$ cat src/ptpi_pkg.sv
// Shared constants for the period timer, postscaler and interrupt block
package ptpi_pkg;
    // Instance count and data widths
    localparam int PTPI_NUM_TIMERS = 3;
    localparam int PTPI_CNT_W = 8;
    localparam int PTPI_PRE_W = 6;
    localparam int PTPI_POST_W = 4;
    // Instruction clock divider from the system clock
    localparam int PTPI_INSTR_DIV = 4;
    // Register byte offsets; one timer per 16-byte slot
    localparam logic [7:0] PTPI_SLOT_STRIDE = 8'h10;
    localparam logic [1:0] PTPI_REG_COUNT = 2'h0;
    localparam logic [1:0] PTPI_REG_PERIOD = 2'h1;
    localparam logic [1:0] PTPI_REG_CONTROL = 2'h2;
    localparam logic [7:0] PTPI_OFF_FLAG = 8'h30;
    localparam logic [7:0] PTPI_OFF_ENABLE = 8'h34;
    localparam logic [7:0] PTPI_OFF_CONFIG = 8'h38;
    // Control and config register fields
    localparam int PTPI_CTL_PRE_LSB = 0;
    localparam int PTPI_CTL_RUN_BIT = 2;
    localparam int PTPI_CTL_POST_LSB = 3;
    localparam int PTPI_CTL_UNUSED_BIT = 7;
    localparam int PTPI_CFG_SHIFT_SEL_BIT = 0;
    // Reset values
    localparam logic [7:0] PTPI_COUNT_RST = 8'h00;
    localparam logic [7:0] PTPI_PERIOD_RST = 8'hff;
    localparam logic [7:0] PTPI_CONTROL_RST = 8'h00;
    // Prescaler codes
    localparam logic [1:0] PTPI_PRE_DIV1 = 2'h0;
    localparam logic [1:0] PTPI_PRE_DIV4 = 2'h1;
    localparam logic [1:0] PTPI_PRE_DIV16 = 2'h2;
    localparam logic [1:0] PTPI_PRE_DIV64 = 2'h3;
    localparam logic [5:0] PTPI_PRE_TC1 = 6'h00;
    localparam logic [5:0] PTPI_PRE_TC4 = 6'h03;
    localparam logic [5:0] PTPI_PRE_TC16 = 6'h0f;
    localparam logic [5:0] PTPI_PRE_TC64 = 6'h3f;
    // AHB-Lite codes
    localparam logic [1:0] PTPI_HTRANS_NONSEQ = 2'h2;
    localparam logic [2:0] PTPI_HSIZE_WORD = 3'h2;
    // Bus read sequencer states
    typedef enum logic [1:0] {
        PTPI_BUS_IDLE = 2'b01,
        PTPI_BUS_RWAIT = 2'b10
    } ptpi_bus_state_t;
endpackage

$ cat src/ptpi_timer_core.sv
// Prescaler, 8-bit time base counter and period match for one timer
`timescale 1ns/1ps
module ptpi_timer_core import ptpi_pkg::*; #(
    parameter int CNT_W = PTPI_CNT_W
) (
    // Clock and control
    input wire logic clk,
    input wire logic reset_n,
    input wire logic clk_en,
    input wire logic tick,
    input wire logic [1:0] prescale_select,
    input wire logic clear_scalers,
    // Counter write and period
    input wire logic count_wr,
    input wire logic [CNT_W-1:0] count_wdata,
    input wire logic [CNT_W-1:0] period_value,
    // Results
    output logic [CNT_W-1:0] time_base_count,
    output logic match_pulse
);
    logic [PTPI_PRE_W-1:0] pre_cnt;
    logic [PTPI_PRE_W-1:0] pre_tc;
    logic pre_done;

    // Terminal count of the prescaler
    always_comb begin
        case (prescale_select)
            PTPI_PRE_DIV1: pre_tc = PTPI_PRE_TC1;
            PTPI_PRE_DIV4: pre_tc = PTPI_PRE_TC4;
            PTPI_PRE_DIV16: pre_tc = PTPI_PRE_TC16;
            PTPI_PRE_DIV64: pre_tc = PTPI_PRE_TC64;
            default: pre_tc = PTPI_PRE_TC1;
        endcase
    end
    assign pre_done = tick && (pre_cnt >= pre_tc);

    // Prescaler counter, cleared by counter or control writes
    always_ff @(posedge clk) begin
        if (!reset_n) begin
            pre_cnt <= '0;
        end else if (clk_en) begin
            if (clear_scalers || count_wr) begin
                pre_cnt <= '0;
            end else if (pre_done) begin
                pre_cnt <= '0;
            end else if (tick) begin
                pre_cnt <= pre_cnt + 1'b1;
            end
        end
    end

    // Time base counter: counts up, returns to zero after a match
    always_ff @(posedge clk) begin
        if (!reset_n) begin
            time_base_count <= '0;
            match_pulse <= 1'b0;
        end else if (clk_en) begin
            match_pulse <= 1'b0;
            if (count_wr) begin
                time_base_count <= count_wdata;
            end else if (pre_done) begin
                if (time_base_count == period_value) begin
                    time_base_count <= '0;
                    match_pulse <= 1'b1;
                end else begin
                    time_base_count <= time_base_count + 1'b1;
                end
            end
        end
    end
endmodule // ptpi_timer_core

$ cat src/ptpi_postscaler.sv
// Match postscaler producing the interrupt event every n+1 matches
`timescale 1ns/1ps
module ptpi_postscaler import ptpi_pkg::*; #(
    parameter int POST_W = PTPI_POST_W
) (
    // Clock and control
    input wire logic clk,
    input wire logic reset_n,
    input wire logic clk_en,
    input wire logic clear_scalers,
    input wire logic [POST_W-1:0] postscale_select,
    // Match in, event out
    input wire logic match_pulse,
    output logic event_pulse
);
    logic [POST_W-1:0] post_cnt;

    // Count matches; terminal count equals the select value
    always_ff @(posedge clk) begin
        if (!reset_n) begin
            post_cnt <= '0;
            event_pulse <= 1'b0;
        end else if (clk_en) begin
            event_pulse <= 1'b0;
            if (clear_scalers) begin
                post_cnt <= '0;
            end else if (match_pulse) begin
                if (post_cnt >= postscale_select) begin
                    post_cnt <= '0;
                    event_pulse <= 1'b1;
                end else begin
                    post_cnt <= post_cnt + 1'b1;
                end
            end
        end
    end
endmodule // ptpi_postscaler

$ cat src/ptpi_top.sv
// Three period timers with postscalers, interrupt flags and AHB-Lite registers
//
// Functional notes
// Match pulses feed a 4-bit postscaler
// Postscaler terminal count sets sticky match flag
// Flag raises interrupt only when enabled
// Sixteen postscale ratios, one to sixteen
// Select value n gives n+1 matches
// Unscaled match goes to compare/PWM units
// First match may clock serial port
// No counting or matches during sleep
// Counter and period kept through sleep
// Control bit 2 runs the timer
// Prescale codes divide by 1,4,16,64
// Control bit 7 reads as zero
// Software-readable 8-bit counter per timer
// Counts up on instruction clock ticks
// Match resets counter to zero next
// Counter/control writes and reset clear scalers
// Reset clears counter, period becomes FFh
// Software clears the flag itself
// Control resets to zero
`timescale 1ns/1ps
module ptpi_top import ptpi_pkg::*; #(
    parameter int NUM_TIMERS = PTPI_NUM_TIMERS,
    parameter int INSTR_DIV = PTPI_INSTR_DIV
) (
    // Clock, reset, clock enable
    input wire logic clk,
    input wire logic reset_n,
    input wire logic clk_en,
    // Processor state
    input wire logic sleep,
    input wire logic spi_mode,
    // AHB-Lite slave
    input wire logic hsel,
    input wire logic [7:0] haddr,
    input wire logic [1:0] htrans,
    input wire logic hwrite,
    input wire logic [2:0] hsize,
    input wire logic [31:0] hwdata,
    input wire logic hready,
    output logic hreadyout,
    output logic hresp,
    output logic [31:0] hrdata,
    // Timer outputs
    output logic [NUM_TIMERS-1:0] match_out,
    output logic ssp_shift_clk,
    output logic irq
);
    ptpi_bus_state_t bus_state;
    logic [$clog2(INSTR_DIV+1)-1:0] instr_cnt;
    logic instr_tick;
    logic run_tick [NUM_TIMERS];
    logic [7:0] period_value [NUM_TIMERS];
    logic [7:0] timer_control [NUM_TIMERS];
    logic [7:0] time_base_count [NUM_TIMERS];
    logic [NUM_TIMERS-1:0] match_pulse;
    logic [NUM_TIMERS-1:0] post_event;
    logic [NUM_TIMERS-1:0] clear_scalers;
    logic [NUM_TIMERS-1:0] count_wr;
    logic [NUM_TIMERS-1:0] periph_flag_reg;
    logic [NUM_TIMERS-1:0] periph_enable_reg;
    logic shift_clk_select;
    logic wr_pending;
    logic [7:0] wr_addr;
    logic addr_ok;
    logic [31:0] rd_value;
    logic [NUM_TIMERS-1:0] flag_w1c;

    // Address phase accepted for a word transfer to this slave
    assign addr_ok = hsel && hready && (htrans == PTPI_HTRANS_NONSEQ)
        && (hsize == PTPI_HSIZE_WORD);

    // Instruction clock tick, one system clock in INSTR_DIV
    always_ff @(posedge clk) begin
        if (!reset_n) begin
            instr_cnt <= '0;
        end else if (clk_en) begin
            if (instr_cnt == ($clog2(INSTR_DIV+1))'(INSTR_DIV - 1)) begin
                instr_cnt <= '0;
            end else begin
                instr_cnt <= instr_cnt + 1'b1;
            end
        end
    end
    assign instr_tick = (instr_cnt == ($clog2(INSTR_DIV+1))'(INSTR_DIV - 1));

    // Bus sequencer: writes take no wait, reads one wait state
    always_ff @(posedge clk) begin
        if (!reset_n) begin
            bus_state <= PTPI_BUS_IDLE;
            hreadyout <= 1'b1;
            hresp <= 1'b0;
            wr_pending <= 1'b0;
            wr_addr <= '0;
        end else if (clk_en) begin
            hresp <= 1'b0;
            case (bus_state)
                PTPI_BUS_IDLE: begin
                    wr_pending <= addr_ok && hwrite;
                    wr_addr <= haddr;
                    if (addr_ok && !hwrite) begin
                        bus_state <= PTPI_BUS_RWAIT;
                        hreadyout <= 1'b0;
                    end
                end
                PTPI_BUS_RWAIT: begin
                    wr_pending <= 1'b0;
                    bus_state <= PTPI_BUS_IDLE;
                    hreadyout <= 1'b1;
                end
                default: begin
                    wr_pending <= 1'b0;
                    bus_state <= PTPI_BUS_IDLE;
                    hreadyout <= 1'b1;
                end
            endcase
        end
    end

    // Read mux over the latched address, unmapped reads as zero
    always_comb begin
        rd_value = '0;
        for (int i = 0; i < NUM_TIMERS; i++) begin
            if (wr_addr[7:4] == 4'(i) && wr_addr[1:0] == 2'h0) begin
                case (wr_addr[3:2])
                    PTPI_REG_COUNT: rd_value = {24'h00_0000, time_base_count[i]};
                    PTPI_REG_PERIOD: rd_value = {24'h00_0000, period_value[i]};
                    PTPI_REG_CONTROL: rd_value = {24'h00_0000, timer_control[i]};
                    default: rd_value = '0;
                endcase
            end
        end
        if (wr_addr == PTPI_OFF_FLAG) begin
            rd_value = 32'(periph_flag_reg);
        end
        if (wr_addr == PTPI_OFF_ENABLE) begin
            rd_value = 32'(periph_enable_reg);
        end
        if (wr_addr == PTPI_OFF_CONFIG) begin
            rd_value = 32'(shift_clk_select);
        end
    end

    // Read data, loaded in the wait state
    always_ff @(posedge clk) begin
        if (!reset_n) begin
            hrdata <= '0;
        end else if (clk_en) begin
            if (bus_state == PTPI_BUS_RWAIT) begin
                hrdata <= rd_value;
            end
        end
    end

    // Write strobes decoded per timer
    always_comb begin
        for (int i = 0; i < NUM_TIMERS; i++) begin
            count_wr[i] = wr_pending && (wr_addr == 8'(i * 16));
            clear_scalers[i] = wr_pending
                && (wr_addr == 8'(i * 16 + 8) || wr_addr == 8'(i * 16));
        end
        flag_w1c = (wr_pending && wr_addr == PTPI_OFF_FLAG)
            ? hwdata[NUM_TIMERS-1:0] : '0;
    end

    // Period and control registers
    always_ff @(posedge clk) begin
        if (!reset_n) begin
            for (int i = 0; i < NUM_TIMERS; i++) begin
                period_value[i] <= PTPI_PERIOD_RST;
                timer_control[i] <= PTPI_CONTROL_RST;
            end
        end else if (clk_en && wr_pending) begin
            for (int i = 0; i < NUM_TIMERS; i++) begin
                if (wr_addr == 8'(i * 16 + 4)) begin
                    period_value[i] <= hwdata[7:0];
                end
                if (wr_addr == 8'(i * 16 + 8)) begin
                    timer_control[i] <= {1'b0, hwdata[6:0]};
                end
            end
        end
    end

    // Enable mask and shift clock select
    always_ff @(posedge clk) begin
        if (!reset_n) begin
            periph_enable_reg <= '0;
            shift_clk_select <= 1'b0;
        end else if (clk_en && wr_pending) begin
            if (wr_addr == PTPI_OFF_ENABLE) begin
                periph_enable_reg <= hwdata[NUM_TIMERS-1:0];
            end
            if (wr_addr == PTPI_OFF_CONFIG) begin
                shift_clk_select <= hwdata[PTPI_CFG_SHIFT_SEL_BIT];
            end
        end
    end

    // Timers and postscalers, one pair per instance
    for (genvar g = 0; g < NUM_TIMERS; g++) begin : g_timer
        // Ticks stop in sleep or when not running, so state holds
        assign run_tick[g] = instr_tick && !sleep
            && timer_control[g][PTPI_CTL_RUN_BIT];

        ptpi_timer_core u_core (
            .clk(clk),
            .reset_n(reset_n),
            .clk_en(clk_en),
            .tick(run_tick[g]),
            .prescale_select(timer_control[g][PTPI_CTL_PRE_LSB +: 2]),
            .clear_scalers(clear_scalers[g]),
            .count_wr(count_wr[g]),
            .count_wdata(hwdata[7:0]),
            .period_value(period_value[g]),
            .time_base_count(time_base_count[g]),
            .match_pulse(match_pulse[g])
        );

        ptpi_postscaler u_post (
            .clk(clk),
            .reset_n(reset_n),
            .clk_en(clk_en),
            .clear_scalers(clear_scalers[g]),
            .postscale_select(timer_control[g][PTPI_CTL_POST_LSB +: PTPI_POST_W]),
            .match_pulse(match_pulse[g]),
            .event_pulse(post_event[g])
        );
    end

    // Sticky match flags; a new event wins over a clear
    always_ff @(posedge clk) begin
        if (!reset_n) begin
            periph_flag_reg <= '0;
        end else if (clk_en) begin
            periph_flag_reg <= (periph_flag_reg & ~flag_w1c) | post_event;
        end
    end

    // Interrupt, unscaled match and shift clock outputs
    always_ff @(posedge clk) begin
        if (!reset_n) begin
            irq <= 1'b0;
            match_out <= '0;
            ssp_shift_clk <= 1'b0;
        end else if (clk_en) begin
            irq <= |(periph_flag_reg & periph_enable_reg);
            match_out <= match_pulse;
            ssp_shift_clk <= match_pulse[0] && shift_clk_select && spi_mode;
        end
    end
endmodule // ptpi_top

$ cat config.mk
export PLATFORM = sky130hd
export DESIGN_NAME = ptpi_top
export DESIGN_NICKNAME = d
export VERILOG_FILES = /design/src/ptpi_pkg.sv /design/src/ptpi_timer_core.sv /design/src/ptpi_postscaler.sv /design/src/ptpi_top.sv
export SDC_FILE = /design/constraint.sdc
export NUM_CORES = 1
export LEC_CHECK = 0
export ABC_AREA = 0
export BUFFER_PORTS_ARGS = -buffer_cell sky130_fd_sc_hd__buf_4
export CAP_MARGIN = 5
export CORE_MARGIN = 4
export CORE_UTILIZATION = 30
export CTS_BUF_LIST = sky130_fd_sc_hd__clkbuf_2
export CTS_CLUSTER_SIZE = 16
export DETAILED_ROUTE_END_ITERATION = 16
export PLACE_DENSITY = 0.56
export SKIP_LAST_GASP = 1
export SLEW_MARGIN = 20
export SYNTH_ARGS = -nofsm -noshare
export SYNTH_HDL_FRONTEND = slang
export SYNTH_SLANG_ARGS = --single-unit
$ cat constraint.sdc
create_clock -name clk -period 2.4 [get_ports clk]
set_input_delay 0.48 -clock clk [delete_from_list [all_inputs] [get_ports clk]]
set_output_delay 0.48 -clock clk [all_outputs]
set_load 0.01 [all_outputs]
==> summary.md <==
| Metric | Value |
|---|---|
| Area taken by multi-input logic gates | `about 4400 sq um` |
| Seq cells post-synth | `between 100 and 150` |
| Die width | `roughly 170 um` |
| R2r endpoint | `g_timer[0].u_core.pre_cnt[5]$_SDFFE_PN0P_` |
| Post-Place Setup Slack | `approximately 11 ps` |
| Synth cell types | `76` |
| Top Registers | `g_timer.u_core.time_base_count: 24 flops, period_value: 24 flops, timer_control: 21 flops` |
| Pleak | `3.51 nW` |
| Routed len/inst | `17.2 um` |
| Final Util | `0.356` |
| Grt ovf | `0` |
| WP data required | `between 3000 and 4000 ps` |
| Most frequent cells in the layout | `93 x dfxtp_1, 93 x buf_4, 84 x nor2_1` |
| Post-synthesis sequential area ratio | `0.402` |
| Register area | `approximately 3200 sq um` |
| Worst path arrival time | `about 3000 ps` |
| Final Hold Vio Count | `0` |
| Register-to-register setup slack | `roughly 85 ps` |
| Worst path slowest cell | `edfxtp_1` |
| Outcome | `finished, final reports clean` |
| Mapped Area | `between 8000 and 9000 sq um` |
| Internal | `~3.3 mW` |
| Ys async rst share | `0` |
| H-Tree Depth | `4` |
| DR DRC count | `0` |
| Worst slew margin | `0.630` |
| Vias in the first global route | `around 6200` |
| GR Util All Layers | `0.151` |
| Sw power | `roughly 1.2 mW` |
| Rows | `59` |
| Drt initial violations | `368` |
| Antenna Nets Post-Route | `0` |
| First-pass detailed-route iteration total | `5` |
| Number of vias per cell | `a little over 5` |
| Max clock buf depth | `2` |
| FF-to-FF path depth | `9` |
| TritonCTS clock tree | `built` |
| IO buf count | `42` |
| Gpl congestion | `0.876` |
| WL final | `approximately 23000 um` |
| Main synth FF type | `dfxtp_1` |
| Setup ws final | `about 85 ps` |
| Worst-Margin Slew | `approximately 550 ps` |
| Fmax | `between 400 and 500 MHz` |
| Core area | `26200 sq um` |
| Worst-path maximum fanout | `9` |
| Clk sinks | `around 140` |
| Fillers | `~2700` |
| Num CTS Buffers | `17` |
| Synthesis-to-finish area growth | `16.0%` |
| Hold Path Sink | `periph_enable_reg[0]$_SDFFE_PN0P_` |
| Sequential power share | `0.544` |
| CTS clk-pin slew, worst paths | `around 230 ps` |
| Max-cap check violation count | `0` |
| Worst setup EP type | `flop` |
| Switching Share | `0.274` |
| Post-Synthesis Cells | `just under 900` |
| Die area | `just under 30000 sq um` |
| Crit-path leading delay family | `compound AO/OA/AOI/OAI gates` |
| IO Pins | `92` |
| Comb pwr share | `0.090` |
| Final setup fails | `0` |
| Initial antenna violation count | `2` |
| First-pass GRT wire length | `34500 um` |
| Root buf cell | `clkbuf_2` |
| HP Class | `in2reg` |
| RSZ-0062 raised after global routing | `true` |
| Share of cells above drive strength 1 | `0.181` |
| Via count | `~6700` |
| WHS | `between 80 and 90 ps` |
| Max-slew violation count | `0` |
| IR Drop Worst-Case VDD | `311 uV` |
| Pin count of the biggest net entering global routing | `32` |
| Die height | `172 um` |
| Non-Filler Instances | `between 1000 and 1500` |
| Part of the power in the clock network | `0.366` |
| Period utilization | `0.964` |
| CP Cell Sequence | `or2_2 -> ha_1 -> nand2b_1 -> a31oi_2 -> o21ai_1 -> nor3_4 -> buf_12 -> a41oi_1 -> a311oi_1` |
| Placed Cells | `about 1300` |
| Starting Density | `0.307` |
| Clock skew | `24.9 ps` |
| Synth Area per Inst | `roughly 9.2 sq um` |
| Cell count of the worst hold path | `3` |
| CP peak stage delay | `430 ps` |
| Post-layout power | `about 4.6 mW` |
| Nets | `1053` |
| Final min period | `around 2300 ps` |
| WS Path Type | `reg2reg` |
| Beginning of the worst hold path | `hwdata[0]` |
| Reg2reg start | `timer_control[0][1]$_DFFE_PP_` |
| EDFF count, synth | `45` |
| HPWL Detailed | `~16000 um` |
| P per Cell Area | `slightly below 500 nW/um^2` |
| Startpoint types | `flop` |
| WP buf/inv | `1` |
| Clk Latency, worst-skew pair | `roughly 750 ps` |
| Ys Warns | `0` |
what timing repair did:
action,4_1_cts,5_1_grt
hold buffers,12,1
gates resized for setup,0,14
hold endpoints to repair,13,1
setup buffers,0,4
pin swaps,1,5
setup endpoints to repair,3,30
metrics by stage:
step                TNS, ps  area [sq um]
floorplan                 0          8130
global placement          0          8800
detailed placement        0          8800
CTS                   -2.49          9210
global route          -72.6          9320
finish                    0          9320
synth_stat cells, types with 6 or more instances:
library cell | n | area, sq um
o22ai_1 | 7 | 43.8
or3_1 | 13 | 81.3
ha_1 | 40 | 500
dfxtp_1 | 94 | 1880
nor3_1 | 19 | 95.1
xor2_1 | 11 | 96.3
inv_1 | 34 | 128
edfxtp_1 | 45 | 1350
a21oi_1 | 66 | 330
a32oi_1 | 9 | 78.8
a21o_1 | 9 | 67.6
and3_1 | 6 | 37.5
buf_2 | 7 | 35.0
nand2_1 | 65 | 244
and2_1 | 12 | 75.1
nor2b_1 | 9 | 56.3
xnor2_1 | 21 | 184
nand2b_1 | 21 | 131
clkbuf_1 | 19 | 71.3
o21ai_1 | 6 | 30.0
a211oi_1 | 12 | 90.1
nand4_1 | 10 | 62.6
buf_4 | 29 | 218
a22oi_1 | 10 | 75.1
nor2_1 | 84 | 315
mux2i_1 | 39 | 390
buf_1 | 6 | 22.5
nand3_1 | 26 | 130
o211ai_1 | 7 | 52.6
o21ai_0 | 40 | 200
or2_2 | 6 | 37.5
logic make-up after synthesis:
logic type | after synthesis | synth area share
flops | 139 | 0.402
simple gates | 302 | 0.195
other cells | 1 | 0.000467
compound gates | 219 | 0.182
mux | 42 | 0.0542
fa+ha+maj | 40 | 0.0623
xor+xnor | 32 | 0.0349
buf+inv | 101 | 0.0690
worst min-delay path, delay by kind of cell:
family | cells | cell delay (ps)
buf+inv | 1 | 170
mux | 1 | 90
simple gates | 1 | 70
cell type report:
| class | instances | share of cell area |
|---|---|---|
| tap | 335 | 0.0450 |
| clock buffer | 19 | 0.0102 |
| inverter | 34 | 0.0137 |
| timing repair buffer | 108 | 0.0922 |
| clock inverter | 13 | 0.0207 |
| antenna | 2 | 0.000537 |
| multi-input combinational | 660 | 0.471 |
| sequential | 139 | 0.347 |
power by group through the flow:
stage	logic, mW	registers [mW]	clock network, mW
2_1_floorplan	0.263	2.52	0
3_3_place_gp	0.387	2.53	0
3_5_place_dp	0.387	2.53	0
4_1_cts	0.404	2.48	1.70
5_1_grt	0.446	2.49	1.80
6_report	0.411	2.48	1.67
how the worst max path moves through the flow:
stage | from | endpoint | cells after the start
2_1_floorplan | timer_control[0][15]$_DFFE_PP_ | g_timer[2].u_core.pre_cnt[0]$_SDFFE_PN0P_ | 9
3_3_place_gp | timer_control[0][7]$_DFFE_PP_ | g_timer[1].u_core.pre_cnt[0]$_SDFFE_PN0P_ | 8
3_5_place_dp | timer_control[0][1]$_DFFE_PP_ | g_timer[0].u_core.pre_cnt[5]$_SDFFE_PN0P_ | 8
4_1_cts | timer_control[0][14]$_DFFE_PP_ | g_timer[2].u_core.pre_cnt[0]$_SDFFE_PN0P_ | 8
5_1_grt | timer_control[0][1]$_DFFE_PP_ | g_timer[0].u_core.pre_cnt[5]$_SDFFE_PN0P_ | 9
6_report | timer_control[0][1]$_DFFE_PP_ | g_timer[0].u_core.pre_cnt[5]$_SDFFE_PN0P_ | 9
metal layers:
layer | part of all wire | wire length, um | GRT usage | up-vias
met2 | 0.45 | 10200 | 0.238 | 181
met1 | 0.47 | 10700 | 0.213 | 3151
met5 | 0 | 0 | 0 | -
li1 | - | - | - | 3307
met4 | 0.015 | 331 | 0.0382 | 0
met3 | 0.058 | 1310 | 0.0310 | 20
Note: power is estimated with default switching activity, not from simulation.
